**config.mk**
```make
export PLATFORM = sky130hd
export DESIGN_NAME = wppc_phase_ctrl
export DESIGN_NICKNAME = d
export VERILOG_FILES = /design/src/hw/wppc_timer.v /design/src/hw/wppc_phase_ctrl.v
export VERILOG_INCLUDE_DIRS = /design/src /design/src/hw
export SDC_FILE = /design/constraint.sdc
export NUM_CORES = 1
export LEC_CHECK = 0
export BUFFER_PORTS_ARGS = -buffer_cell sky130_fd_sc_hd__buf_4
export CORE_MARGIN = 2
export CORE_UTILIZATION = 35
export DETAILED_ROUTE_END_ITERATION = 8
export PLACE_DENSITY = 0.62
export SLEW_MARGIN = 40
export SYNTH_ARGS = -nofsm -noshare
export SYNTH_HDL_FRONTEND = slang
export SYNTH_SLANG_ARGS = --single-unit
```
**constraint.sdc**
```tcl
create_clock -name clk_sys -period 3.2 [get_ports clk_sys]
set_clock_uncertainty 0.15 [all_clocks]
set_input_delay 0.48 -clock clk_sys [delete_from_list [all_inputs] [get_ports clk_sys]]
set_output_delay 0.48 -clock clk_sys [all_outputs]
set_load 0.01 [all_outputs]
```
**src/hw/wpc_consts.vh**
```
// constants for the wireless power phase controller
`ifndef WPPC_CONSTS_VH
`define WPPC_CONSTS_VH
// packet header codes
`define PH_SIG_STRENGTH 8'h01
`define PH_END_XFER 8'h02
`define PH_CTRL_ERR 8'h03
`define PH_RECT_PWR 8'h04
`define PH_CHG_STAT 8'h05
`define PH_HOLDOFF 8'h06
`define PH_PROP_A 8'h18
`define PH_PROP_B 8'hF2
`define PH_CONFIG 8'h51
`define PH_IDENT 8'h71
`define PH_EXT_IDENT 8'h81
// extended identification flag position in identification message byte
`define EXT_FLAG_BIT 7
// most optional packets before configuration
`define MAX_OPT_PKTS 4'h7
// inverter period in system cycles (125 MHz clock)
`define PER_PING 16'h02CA
`define PER_MIN 16'h0261
`define PER_MAX 16'h0470
// period step per unit of control error
`define PER_STEP 16'h0001
// phase codes
`define PHASE_SEL 3'h0
`define PHASE_PING 3'h1
`define PHASE_IDCFG 3'h2
`define PHASE_XFER 3'h3
`define PHASE_OFF 3'h4
`endif

```
**src/hw/wppc_timer.v**
```verilog
// down counter used for every phase timeout and delay
`timescale 1ns/1ns
module wppc_timer #(
    parameter W = 32
) (
    clk_sys,
    rst_n,
    load,
    load_val,
    expired_q,
    running_q
);
    input wire clk_sys;
    input wire rst_n;
    input wire load;
    input wire [W-1:0] load_val;
    output reg expired_q;
    output reg running_q;

    reg [W-1:0] cnt_q;

    // load restarts; expiry is a single pulse at count end
    always @(posedge clk_sys) begin
        if (!rst_n) begin
            cnt_q <= {W{1'b0}};
            expired_q <= 1'b0;
            running_q <= 1'b0;
        end else if (load) begin
            cnt_q <= load_val;
            expired_q <= 1'b0;
            running_q <= 1'b1;
        end else if (running_q) begin
            if (cnt_q <= {{(W-1){1'b0}}, 1'b1}) begin
                expired_q <= 1'b1;
                running_q <= 1'b0;
            end else begin
                cnt_q <= cnt_q - {{(W-1){1'b0}}, 1'b1};
                expired_q <= 1'b0;
            end
        end else begin
            expired_q <= 1'b0;
        end
    end
endmodule

```
**src/hw/wppc_phase_ctrl.v**
```verilog
// phase sequencer and power supervisor for the inductive transmitter
`timescale 1ns/1ns
`include "wpc_consts.vh"

module wppc_phase_ctrl #(
    parameter SEL_PERIOD_CYC = 32'd62500000,
    parameter SEL_BURST_CYC = 32'd8750000,
    parameter PING_WIN_CYC = 32'd8750000,
    parameter NEXT_PKT_CYC = 32'd2625000,
    parameter FIRST_CE_CYC = 32'd21250000,
    parameter CE_GAP_CYC = 32'd225000000,
    parameter RP_GAP_CYC = 32'd3000000000,
    parameter REMOVE_DLY_CYC = 32'd3125000,
    parameter SETTLE_CYC = 32'd625000
) (
    clk_sys,
    rst_n,
    hdr_start,
    pkt_valid,
    pkt_type,
    pkt_msg0,
    pkt_csum_ok,
    rx_seen,
    power_on_q,
    period_q,
    phase_q,
    fault_q
);
    input wire clk_sys;
    input wire rst_n;
    input wire hdr_start;
    input wire pkt_valid;
    input wire [7:0] pkt_type;
    input wire [7:0] pkt_msg0;
    input wire pkt_csum_ok;
    input wire rx_seen;
    output reg power_on_q;
    output reg [15:0] period_q;
    output reg [2:0] phase_q;
    output reg fault_q;

    // identification sub-states
    localparam ID_WAIT_ID = 2'b00;
    localparam ID_WAIT_EXT = 2'b01;
    localparam ID_WAIT_CFG = 2'b10;

    reg [1:0] id_st_q, id_st_d;
    reg [3:0] opt_cnt_q, opt_cnt_d;
    reg [2:0] phase_d;
    reg [31:0] tm_val;
    reg signed [7:0] ce_val_q;
    reg pend_ce_q, tmo_armed_q, tmo_armed_d;
    reg tm_load, rp_load, take_ce, fault_d, power_d;
    wire tm_exp, tm_run, rp_exp, st_exp, good_pkt;

    // only checksum-clean packets take part in sequencing
    assign good_pkt = pkt_valid & pkt_csum_ok;

    // reserved or proprietary header allowed among optional packets
    function is_optional;
        input [7:0] t;
        begin
            is_optional = (t == `PH_HOLDOFF) || (t == `PH_PROP_A) ||
                (t == `PH_PROP_B) ||
                !((t == `PH_SIG_STRENGTH) || (t == `PH_END_XFER) ||
                (t == `PH_CTRL_ERR) || (t == `PH_RECT_PWR) ||
                (t == `PH_CHG_STAT) || (t == `PH_IDENT) ||
                (t == `PH_EXT_IDENT) || (t == `PH_CONFIG));
        end
    endfunction

    // phase timer, rectified power timer and settling timer
    wppc_timer #(.W(32)) u_phase_tm (.clk_sys(clk_sys), .rst_n(rst_n),
        .load(tm_load), .load_val(tm_val), .expired_q(tm_exp),
        .running_q(tm_run));
    wppc_timer #(.W(32)) u_rp_tm (.clk_sys(clk_sys), .rst_n(rst_n),
        .load(rp_load), .load_val(RP_GAP_CYC), .expired_q(rp_exp),
        .running_q());
    wppc_timer #(.W(32)) u_settle_tm (.clk_sys(clk_sys), .rst_n(rst_n),
        .load(take_ce), .load_val(SETTLE_CYC), .expired_q(st_exp),
        .running_q());

    // next phase; header start disarms the gap timeout until packet ends
    always @* begin
        phase_d = phase_q;
        id_st_d = id_st_q;
        opt_cnt_d = opt_cnt_q;
        fault_d = 1'b0;
        power_d = power_on_q;
        tmo_armed_d = tmo_armed_q;
        tm_load = 1'b0;
        tm_val = PING_WIN_CYC;
        rp_load = 1'b0;
        take_ce = 1'b0;
        if (hdr_start)
            tmo_armed_d = 1'b0;
        if (pkt_valid && !pkt_csum_ok && (phase_q == `PHASE_PING ||
            phase_q == `PHASE_IDCFG)) begin
            tm_load = 1'b1; // corrupt packet must not stall the gap
            tm_val = NEXT_PKT_CYC;
            tmo_armed_d = 1'b1;
        end
        case (phase_q)
            `PHASE_SEL: begin
                // burst on a slow cadence; a response starts ping
                if (tm_exp || !tm_run) begin // idle after reset starts it
                    if (power_on_q && rx_seen) begin
                        phase_d = `PHASE_PING;
                        tm_load = 1'b1;
                        tm_val = PING_WIN_CYC;
                        tmo_armed_d = 1'b1;
                    end else begin
                        power_d = !power_on_q;
                        tm_load = 1'b1;
                        tm_val = power_on_q ?
                            SEL_PERIOD_CYC - SEL_BURST_CYC : SEL_BURST_CYC;
                    end
                end
            end
            `PHASE_PING: begin
                if (good_pkt) begin
                    if (pkt_type == `PH_SIG_STRENGTH) begin
                        phase_d = `PHASE_IDCFG;
                        id_st_d = ID_WAIT_ID;
                        opt_cnt_d = 4'h0;
                        tm_load = 1'b1;
                        tm_val = NEXT_PKT_CYC;
                        tmo_armed_d = 1'b1;
                    end else begin
                        fault_d = 1'b1;
                    end
                end else if (tm_exp && tmo_armed_q) begin
                    fault_d = 1'b1;
                end
            end
            `PHASE_IDCFG: begin
                tm_load = tm_load | good_pkt;
                tm_val = NEXT_PKT_CYC;
                if (good_pkt)
                    tmo_armed_d = 1'b1;
                if (tm_exp && tmo_armed_q) begin
                    fault_d = 1'b1;
                end else if (good_pkt) begin
                    case (id_st_q)
                        ID_WAIT_ID: begin
                            if (pkt_type != `PH_IDENT)
                                fault_d = 1'b1;
                            else if (pkt_msg0[`EXT_FLAG_BIT])
                                id_st_d = ID_WAIT_EXT;
                            else
                                id_st_d = ID_WAIT_CFG;
                        end
                        ID_WAIT_EXT: begin
                            if (pkt_type == `PH_EXT_IDENT)
                                id_st_d = ID_WAIT_CFG;
                            else
                                fault_d = 1'b1;
                        end
                        ID_WAIT_CFG: begin
                            if (pkt_type == `PH_CONFIG) begin
                                phase_d = `PHASE_XFER;
                                tm_val = FIRST_CE_CYC;
                                rp_load = 1'b1;
                            end else if (is_optional(pkt_type) &&
                                opt_cnt_q < `MAX_OPT_PKTS) begin
                                opt_cnt_d = opt_cnt_q + 4'h1;
                            end else begin
                                fault_d = 1'b1;
                            end
                        end
                        default: fault_d = 1'b1;
                    endcase
                end
            end
            `PHASE_XFER: begin
                if (good_pkt) begin
                    if (pkt_type == `PH_CTRL_ERR) begin
                        tm_load = 1'b1;
                        tm_val = CE_GAP_CYC;
                        take_ce = 1'b1;
                    end else if (pkt_type == `PH_RECT_PWR) begin
                        rp_load = 1'b1;
                    end else if (pkt_type == `PH_END_XFER) begin
                        power_d = 1'b0;
                        phase_d = `PHASE_SEL;
                        tm_load = 1'b1;
                        tm_val = SEL_PERIOD_CYC;
                    end else if (pkt_type != `PH_CHG_STAT &&
                        (!is_optional(pkt_type) ||
                        pkt_type == `PH_HOLDOFF)) begin
                        fault_d = 1'b1;
                    end
                end
                // expiry wins unless the same packet restarts that timer or ends transfer
                if (phase_d == `PHASE_XFER &&
                    ((tm_exp && !take_ce) || (rp_exp && !rp_load)))
                    fault_d = 1'b1;
            end
            `PHASE_OFF: begin
                // coil stays driven for the removal delay, then drops
                if (tm_exp) begin
                    power_d = 1'b0;
                    phase_d = `PHASE_SEL;
                    tm_load = 1'b1;
                    tm_val = SEL_PERIOD_CYC;
                end
            end
            default: begin
                phase_d = `PHASE_SEL;
                power_d = 1'b0;
            end
        endcase
        // every fault removes power after the removal delay
        if (fault_d) begin
            phase_d = `PHASE_OFF;
            tm_load = 1'b1;
            tm_val = REMOVE_DLY_CYC;
            tmo_armed_d = 1'b0;
        end
    end

    // state registers
    always @(posedge clk_sys) begin
        if (!rst_n) begin
            phase_q <= `PHASE_SEL;
            id_st_q <= ID_WAIT_ID;
            opt_cnt_q <= 4'h0;
            fault_q <= 1'b0;
            power_on_q <= 1'b0;
            tmo_armed_q <= 1'b0;
        end else begin
            phase_q <= phase_d;
            id_st_q <= id_st_d;
            opt_cnt_q <= opt_cnt_d;
            fault_q <= fault_d;
            power_on_q <= power_d;
            tmo_armed_q <= tmo_armed_d;
        end
    end

    // operating point: fixed outside transfer, clamped during it
    always @(posedge clk_sys) begin
        if (!rst_n) begin
            period_q <= `PER_PING;
            pend_ce_q <= 1'b0;
            ce_val_q <= 8'sh00;
        end else if (phase_q != `PHASE_XFER) begin
            period_q <= `PER_PING;
            pend_ce_q <= 1'b0;
        end else begin
            if (take_ce) begin
                ce_val_q <= pkt_msg0;
                pend_ce_q <= 1'b1;
            end else if (st_exp && pend_ce_q) begin
                pend_ce_q <= 1'b0;
                // positive error asks more power: shorter period
                if (ce_val_q[7]) begin
                    if (period_q + {8'h00, (~ce_val_q + 8'h01)} >
                        `PER_MAX)
                        period_q <= `PER_MAX;
                    else
                        period_q <= period_q +
                            {8'h00, (~ce_val_q + 8'h01)};
                end else begin
                    if (period_q < `PER_MIN + {8'h00, ce_val_q})
                        period_q <= `PER_MIN;
                    else
                        period_q <= period_q - {8'h00, ce_val_q};
                end
            end
        end
    end
endmodule

```
==> flow_summary_export.csv, run 1 <==
group,metric,value,unit
global_routing,antenna_found_initial,0,
placement,io_buffers,42,
placement,post-dp-hpwl,15800,um
critical_path,critPathMaxFanout,6,
timing,period_needed,3.13,ns
logic_synthesis,synth_edf_count,0,
outcome,status,"finished clean",
run,max_cap_violations,0,
critical_path,startpoint_type,"register",
detailed_routing,wl,21800,um
global_routing,grtUsageTotal,17.8,%
floorplanning,start_util,35.5,%
clock_tree,htree_levels,4,
timing,rsz0062_at_grt,"true",
clock_tree,cts_buffer_depth,2,
worst_hold_path,whs_endpoint,"ce_val_q[2]",
critical_path,crit_chain,"buf_4, nor3_4, buf_4, xnor2_2, ha_1, nand2_1, buf_4, o211ai_1, nand3b_1, or2_4, xnor2_2, a41o_1, a31o_2, a21oi_2",
logic_synthesis,synth_area,8270,um^2
critical_path,critPathCaptureType,"register",
critical_path,critPathSlowestCell,"dfxtp_1",
critical_path,crit_arrival,3.34,ns
critical_path,reg2reg_to,"period_q[4]",
worst_hold_path,hold_depth,3,
floorplanning,die_h,158,um
timing,slew_headroom,50.5,%
critical_path,crit_start,"ce_val_q[0]",
final_layout,syn_to_final_growth,24.2,%
logic_synthesis,yosysWarnings,0,
timing,setup_viol,0,
clock_tree,cts.sinks,139,
global_routing,grt_pass1_vias,7464,
floorplanning,core_area,23300,um^2
logic_synthesis,async_flop_share,0,%
clock_tree,cts.clk_slew.worst_paths,0.06,ns
critical_path,slowest_delay,0.32,ns
logic_synthesis,syn_avg_cell_area,7.84,um^2
global_routing,grt_overflow,0,
timing,tightest_slew,0.740,ns
timing,final_max_slew_viol_count,0,
critical_path,worstPathRequired,3.41,ns
logic_synthesis,ys_seq_elements,139,
final_layout,post-route-util,44.1,%
final_layout,drive_above_1_share,18.7,%
logic_synthesis,ys.flop_type,"dfxtp_1",
timing,hold_viol_final,0,
timing,timing.final.crit_share,97.7,%
critical_path,path_delay_family,"compound AO/OA/AOI/OAI gates",
final_layout,num_antenna_cells,0,
critical_path,crit_cells,14,
floorplanning,rows,56,
final_layout,fill_cells,2334,
pwr,power.density,534,nW/um^2
floorplanning,fp.dieW,158,um
detailed_routing,antenna_left,0,
clock_tree,clkLatencyLatePin,0.43,ns
floorplanning,die_area,24900,um^2
worst_hold_path,worstHoldStart,"pkt_msg0[2]",
critical_path,crit_type,"register to register",
floorplanning,io-pin-count,43,
logic_synthesis,yosysSeqAreaShare,33.6,%
critical_path,path_buf_inv,3,
detailed_routing,vias,7833,
clock_tree,cts_buffers,17,
pwr,vdd_drop_max,0.325,mV
placement,place_congestion,0.825,
global_routing,grt_max_degree,46,
logic_synthesis,postSynthCellCount,1055,
timing,fin_hold_ws,0.151,ns
global_routing,grt_pass1_wl,36200,um
pwr,total_leakage_power,3.99,nW
clock_tree,cts_tree,"done",
critical_path,cpMostUsedCell,"buf_4",
detailed_routing,viasPerCell,5.24,
detailed_routing,wl_per_cell,14.6,um
logic_synthesis,syn_nets,1113,
clock_tree,root_buffer,"clkbuf_16",
worst_hold_path,hold_path_class,"input pin to register",
detailed_routing,drc,0,
critical_path,reg2reg_depth,14,
logic_synthesis,synth_cell_types,67,
critical_path,r2r-start,"ce_val_q[0]",
timing,fmax,0.320,GHz
detailed_routing,first_pass_iters,5,
detailed_routing,drt_iter0_drc,482,
critical_path,rrSetupSlack,0.07,ns
final_layout,final_net_count,1220,
## cells in the final DEF, fill, tap and decap left out, types with 5 or more instances in the layout
| master | synthesis | layout |
|---|---|---|
| a21o_1 | 9 | 9 |
| xor2_1 | 35 | 34 |
| dfxtp_1 | 139 | 138 |
| mux2i_1 | 5 | 5 |
| a21oi_1 | 90 | 85 |
| and3b_1 | 5 | 5 |
| inv_6 | 0 | 6 |
| a31oi_1 | 11 | 11 |
| o211ai_1 | 5 | 5 |
| nand4_1 | 7 | 7 |
| o21a_1 | 7 | 7 |
| inv_1 | 34 | 32 |
| nor3_1 | 54 | 50 |
| or2_2 | 10 | 9 |
| nor2b_1 | 7 | 7 |
| a211oi_1 | 14 | 12 |
| ha_1 | 34 | 31 |
| o21ai_0 | 50 | 46 |
| or4_1 | 13 | 13 |
| nand2_1 | 79 | 76 |
| and3_1 | 8 | 8 |
| nor4_1 | 29 | 28 |
| or3_1 | 26 | 23 |
| clkbuf_16 | 0 | 17 |
| a21oi_2 | 0 | 5 |
| buf_4 | 0 | 133 |
| nand2b_1 | 10 | 10 |
| a311oi_1 | 5 | 5 |
| nand3b_1 | 7 | 7 |
| nand3_1 | 39 | 37 |
| o31ai_1 | 5 | 5 |
| xnor2_1 | 65 | 62 |
| nor2_1 | 133 | 132 |
| o31a_1 | 6 | 6 |
## power breakdown
group          switching (mW)  total [mW]  internal (mW)
clock network           0.855        1.98           1.12
registers               0.150        2.02           1.87
logic                   0.843        1.49          0.649
total                    1.85        5.49           3.64
## state kept, by name, indices dropped and copies added (netlist names), 2 cells and up
signal	flops
id_st_q	2
u_phase_tm.cnt_q	32
phase_q	3
ce_val_q	8
period_q	16
u_settle_tm.cnt_q	32
opt_cnt_q	4
u_rp_tm.cnt_q	32
## cell type report
| cell class | count | area, um^2 | area share (%) |
|---|---|---|---|
| Multi-Input combinational cell | 835 | 5370 | 52.2 |
| Sequential cell | 139 | 2780 | 27.1 |
| Timing Repair Buffer | 134 | 1010 | 9.82 |
| Clock buffer | 18 | 439 | 4.27 |
| Tap cell | 319 | 399 | 3.88 |
| Clock inverter | 14 | 149 | 1.45 |
| Inverter | 35 | 131 | 1.28 |
## Yosys cell counts (9+ instances only)
library cell	n	area (um^2)
ha_1	34	425
inv_1	34	128
a21o_1	9	67.6
nand2b_1	10	62.6
a31oi_1	11	68.8
xnor2_1	65	569
or4_1	13	97.6
a211oi_1	14	105
nor3_1	54	270
or2_2	10	62.6
nor4_1	29	181
xor2_1	35	307
a21oi_1	90	450
nand2_1	79	297
nand3_1	39	195
nor2_1	133	499
clkbuf_1	44	165
dfxtp_1	139	2780
or3_1	26	163
o21ai_0	50	250
## tightest hold or removal path, delay by kind of cell
family	cells	cell delay, ns
compound gates	1	0.05
buf+inv	1	0.11
simple gates	1	0.04
## kinds of logic (layout without fill, tap and decap cells)
logic type                 count (synthesis)  in the layout  synth area share (%)
adders and majority gates                 36             36                  5.63
buffers and inverters                     81            201                  3.77
xor gates and xnor gates                 100            100                  10.6
and+or+nand+nor                          448            448                  27.1
muxes                                      5              5                 0.605
DFF                                      139            139                  33.6
AOI/OAI and AO/OA                        246            246                  18.7
## per-layer routing
layer	part of all wire [%]	vias to the layer above	GRT usage [%]	wire length [um]
li1	-	4016	-	-
met1	48	3670	24.0	10500
met2	47	131	29.4	10200
met3	4.0	16	3.48	881
met4	0.79	0	3.85	172
met5	0	-	0	0
## metrics by stage
stage	setup slack (ns)	power (mW)	instance area (um^2)	cells	TNS (ns)
6_report	0.0731	5.49	10300	1494	0
3_5_place_dp	-0.167	3.52	9470	1457	-0.717
5_1_grt	-0.0597	5.80	10300	1494	-0.227
2_1_floorplan	-0.0188	2.98	8280	1055	-0.0188
4_1_cts	0.00713	5.52	10100	1490	0
3_3_place_gp	-0.157	3.51	9470	1457	-0.449
## how the worst max path moves through the flow
stage	slack, ns	to
global route	-0.06	period_q[4]
floorplan	-0.02	u_phase_tm.cnt_q[31]
CTS	0.007	period_q[9]
finish	0.07	period_q[4]
detailed placement	-0.17	period_q[9]
global placement	-0.16	period_q[9]
## repair_timing
item,CTS,global route
setup endpoints to repair,11,17
gates cloned,0,0
hold buffers,0,0
buffers inserted,1,4
pin swaps,2,21
gates resized for setup,8,37
Note: power is estimated with default switching activity, not from simulation.
==> inputs of run 2 (changes only) <==
--- a/config.mk
+++ b/config.mk
@@ -9,8 +9,9 @@
 export BUFFER_PORTS_ARGS = -buffer_cell sky130_fd_sc_hd__buf_4
 export CORE_MARGIN = 2
 export CORE_UTILIZATION = 35
+export CTS_BUF_LIST = sky130_fd_sc_hd__clkbuf_8 sky130_fd_sc_hd__clkbuf_16
 export DETAILED_ROUTE_END_ITERATION = 8
-export PLACE_DENSITY = 0.62
+export PLACE_DENSITY = 0.61
 export SLEW_MARGIN = 40
 export SYNTH_ARGS = -nofsm -noshare
 export SYNTH_HDL_FRONTEND = slang
==> constraint.sdc (replaced) <==
create_clock -name clk_sys -period 3.4 [get_ports clk_sys]
set_clock_uncertainty 0.15 [all_clocks]
set_input_delay 0.51 -clock clk_sys [delete_from_list [all_inputs] [get_ports clk_sys]]
set_output_delay 0.51 -clock clk_sys [all_outputs]
set_load 0.01 [all_outputs]
==> run 2 against run 1 <==
Register-to-register slack better by 0.07 ns; first-iteration DRC count shrank 12%; non-clock buffer count down 53; utilization decreased by 2.5 points; sequential cell count unchanged; routed wire length down 1.6%; global-route usage shrank 0.27 points; sequential share of layout area grew 1.6 points; die area did not move; largest cell class unchanged; largest power group unchanged; highest routed layer unchanged.
==> flow_summary_export.csv, run 2 (synthesis results as in run 1) <==
group,metric,value,unit
final_layout,drive_above_1_share,12.6,%
timing,period_needed,3.25,ns
global_routing,grt_overflow,0,
detailed_routing,viasPerCell,5.35,
detailed_routing,wl,21400,um
critical_path,startpoint_type,"register",
detailed_routing,drt_iter0_drc,423,
clock_tree,cts_tree,"done",
clock_tree,htree_levels,4,
clock_tree,cts_buffer_depth,2,
floorplanning,die_area,24900,um^2
clock_tree,clkLatencyLatePin,0.43,ns
floorplanning,core_area,23300,um^2
critical_path,crit_type,"register to register",
final_layout,multi_input_area,5210,um^2
detailed_routing,drc,0,
run,max_cap_violations,0,
timing,tightest_slew,0.730,ns
floorplanning,io-pin-count,43,
placement,post-dp-hpwl,15600,um
timing,final_max_slew_viol_count,0,
placement,io_buffers,42,
pwr,total_leakage_power,3.68,nW
critical_path,crit_arrival,3.41,ns
detailed_routing,vias,7703,
final_layout,layout_common_cells,"dfxtp_1 (137), nor2_1 (133), a21oi_1 (88), buf_4 (81), nand2_1 (79)",
final_layout,final_net_count,1167,
worst_hold_path,hold_path_class,"input pin to register",
final_layout,stdcell_area,9690,um^2
final_layout,seq_area,2790,um^2
global_routing,grt_pass1_vias,7285,
timing,fin_hold_ws,0.188,ns
global_routing,grt_pass1_wl,35300,um
placement,place_congestion,0.865,
critical_path,critPathMaxFanout,5,
final_layout,mostFrequentLayoutCell,"dfxtp_1",
timing,setup_viol,0,
clock_tree,cts.sinks,139,
timing,hold_viol_final,0,
floorplanning,die_h,158,um
floorplanning,start_util,35.5,%
pwr,power.density,512,nW/um^2
global_routing,grt_max_degree,46,
pwr,vdd_drop_max,0.323,mV
detailed_routing,wl_per_cell,14.9,um
clock_tree,cts.clk_slew.worst_paths,0.06,ns
floorplanning,rows,56,
final_layout,fill_cells,2392,
critical_path,critPathCaptureType,"register",
timing,timing.final.crit_share,95.7,%
clock_tree,cts_buffers,17,
timing,fmax,0.307,GHz
clock_tree,ctsHoldBuffers,0,
global_routing,grtUsageTotal,17.5,%
detailed_routing,first_pass_iters,4,
final_layout,top_regs,"u_phase_tm.cnt_q: 32 flops, u_rp_tm.cnt_q: 32 flops, u_settle_tm.cnt_q: 32 flops",
clock_tree,root_buffer,"clkbuf_16",
detailed_routing,antenna_left,0,
critical_path,worstPathRequired,3.55,ns
final_layout,num_antenna_cells,0,
timing,slew_headroom,50.9,%
final_layout,syn_to_final_growth,17.2,%
outcome,status,"finished clean",
global_routing,antenna_found_initial,0,
placement,placed_area,9090,um^2
floorplanning,fp.dieW,158,um
==> run 2: path summary, 6_finish.rpt <==
check / start / end / slack [ns] / cells past startpoint
max: u_phase_tm.cnt_q[8] / u_phase_tm.cnt_q[31] / 0.15 / 8
min: pkt_msg0[4] / ce_val_q[4] / 0.19 / 3
max reg2reg: u_phase_tm.cnt_q[8] / u_phase_tm.cnt_q[31] / 0.15 / 8
min reg2reg: u_rp_tm.cnt_q[15] / u_rp_tm.cnt_q[15] / 0.32 / 2
==> run 2: area by class of cell <==
| type | count | area share (%) |
|---|---|---|
| Multi-Input combinational cell | 835 | 53.7 |
| Tap cell | 319 | 4.12 |
| Clock inverter | 13 | 1.12 |
| Clock buffer | 19 | 4.67 |
| Timing Repair Buffer | 81 | 6.27 |
| Sequential cell | 139 | 28.7 |
| Inverter | 35 | 1.36 |
==> run 2: routing by layer <==
layer	track usage [%]	wire length [um]
met5	0	0
met1	22.9	10100
met4	5.32	378
met3	3.23	967
met2	29.4	10000
==> run 2: repair_timing <==
item / CTS / global route
setup endpoints to repair: 0 / 11
resized for setup: 0 / 12
setup buffers: 0 / 2
==> run 2: stage by stage <==
step	power (mW)	setup slack [ns]	cells	utilization, %	TNS [ns]
after CTS	4.99	0.0362	1439	41.4	0
after global routing	5.24	-0.0583	1441	41.5	-0.209
after global placement	3.19	0.0621	1407	39.0	0
after detailed placement	3.19	0.0633	1407	39.0	0
final	4.96	0.145	1441	41.5	0
after floorplan	2.81	0.178	1055	-	0
==> run 2: power by group <==
part	total [mW]	internal, mW	switching [mW]	leakage (nW)
Sequential	1.93	1.76	0.164	1.13
Clock	1.78	0.993	0.789	0.280
Combinational	1.25	0.504	0.746	2.27
==> run 2: critical path, stage by stage, from the launching register on <==
cell and delay, ns:
dfxtp_1 0.36, or4_4 0.59, or3_1 0.41, or4_4 0.52, or3_1 0.35, or4_4 0.44
nor3_2 0.13, xnor2_1 0.15, nor2_2 0.04
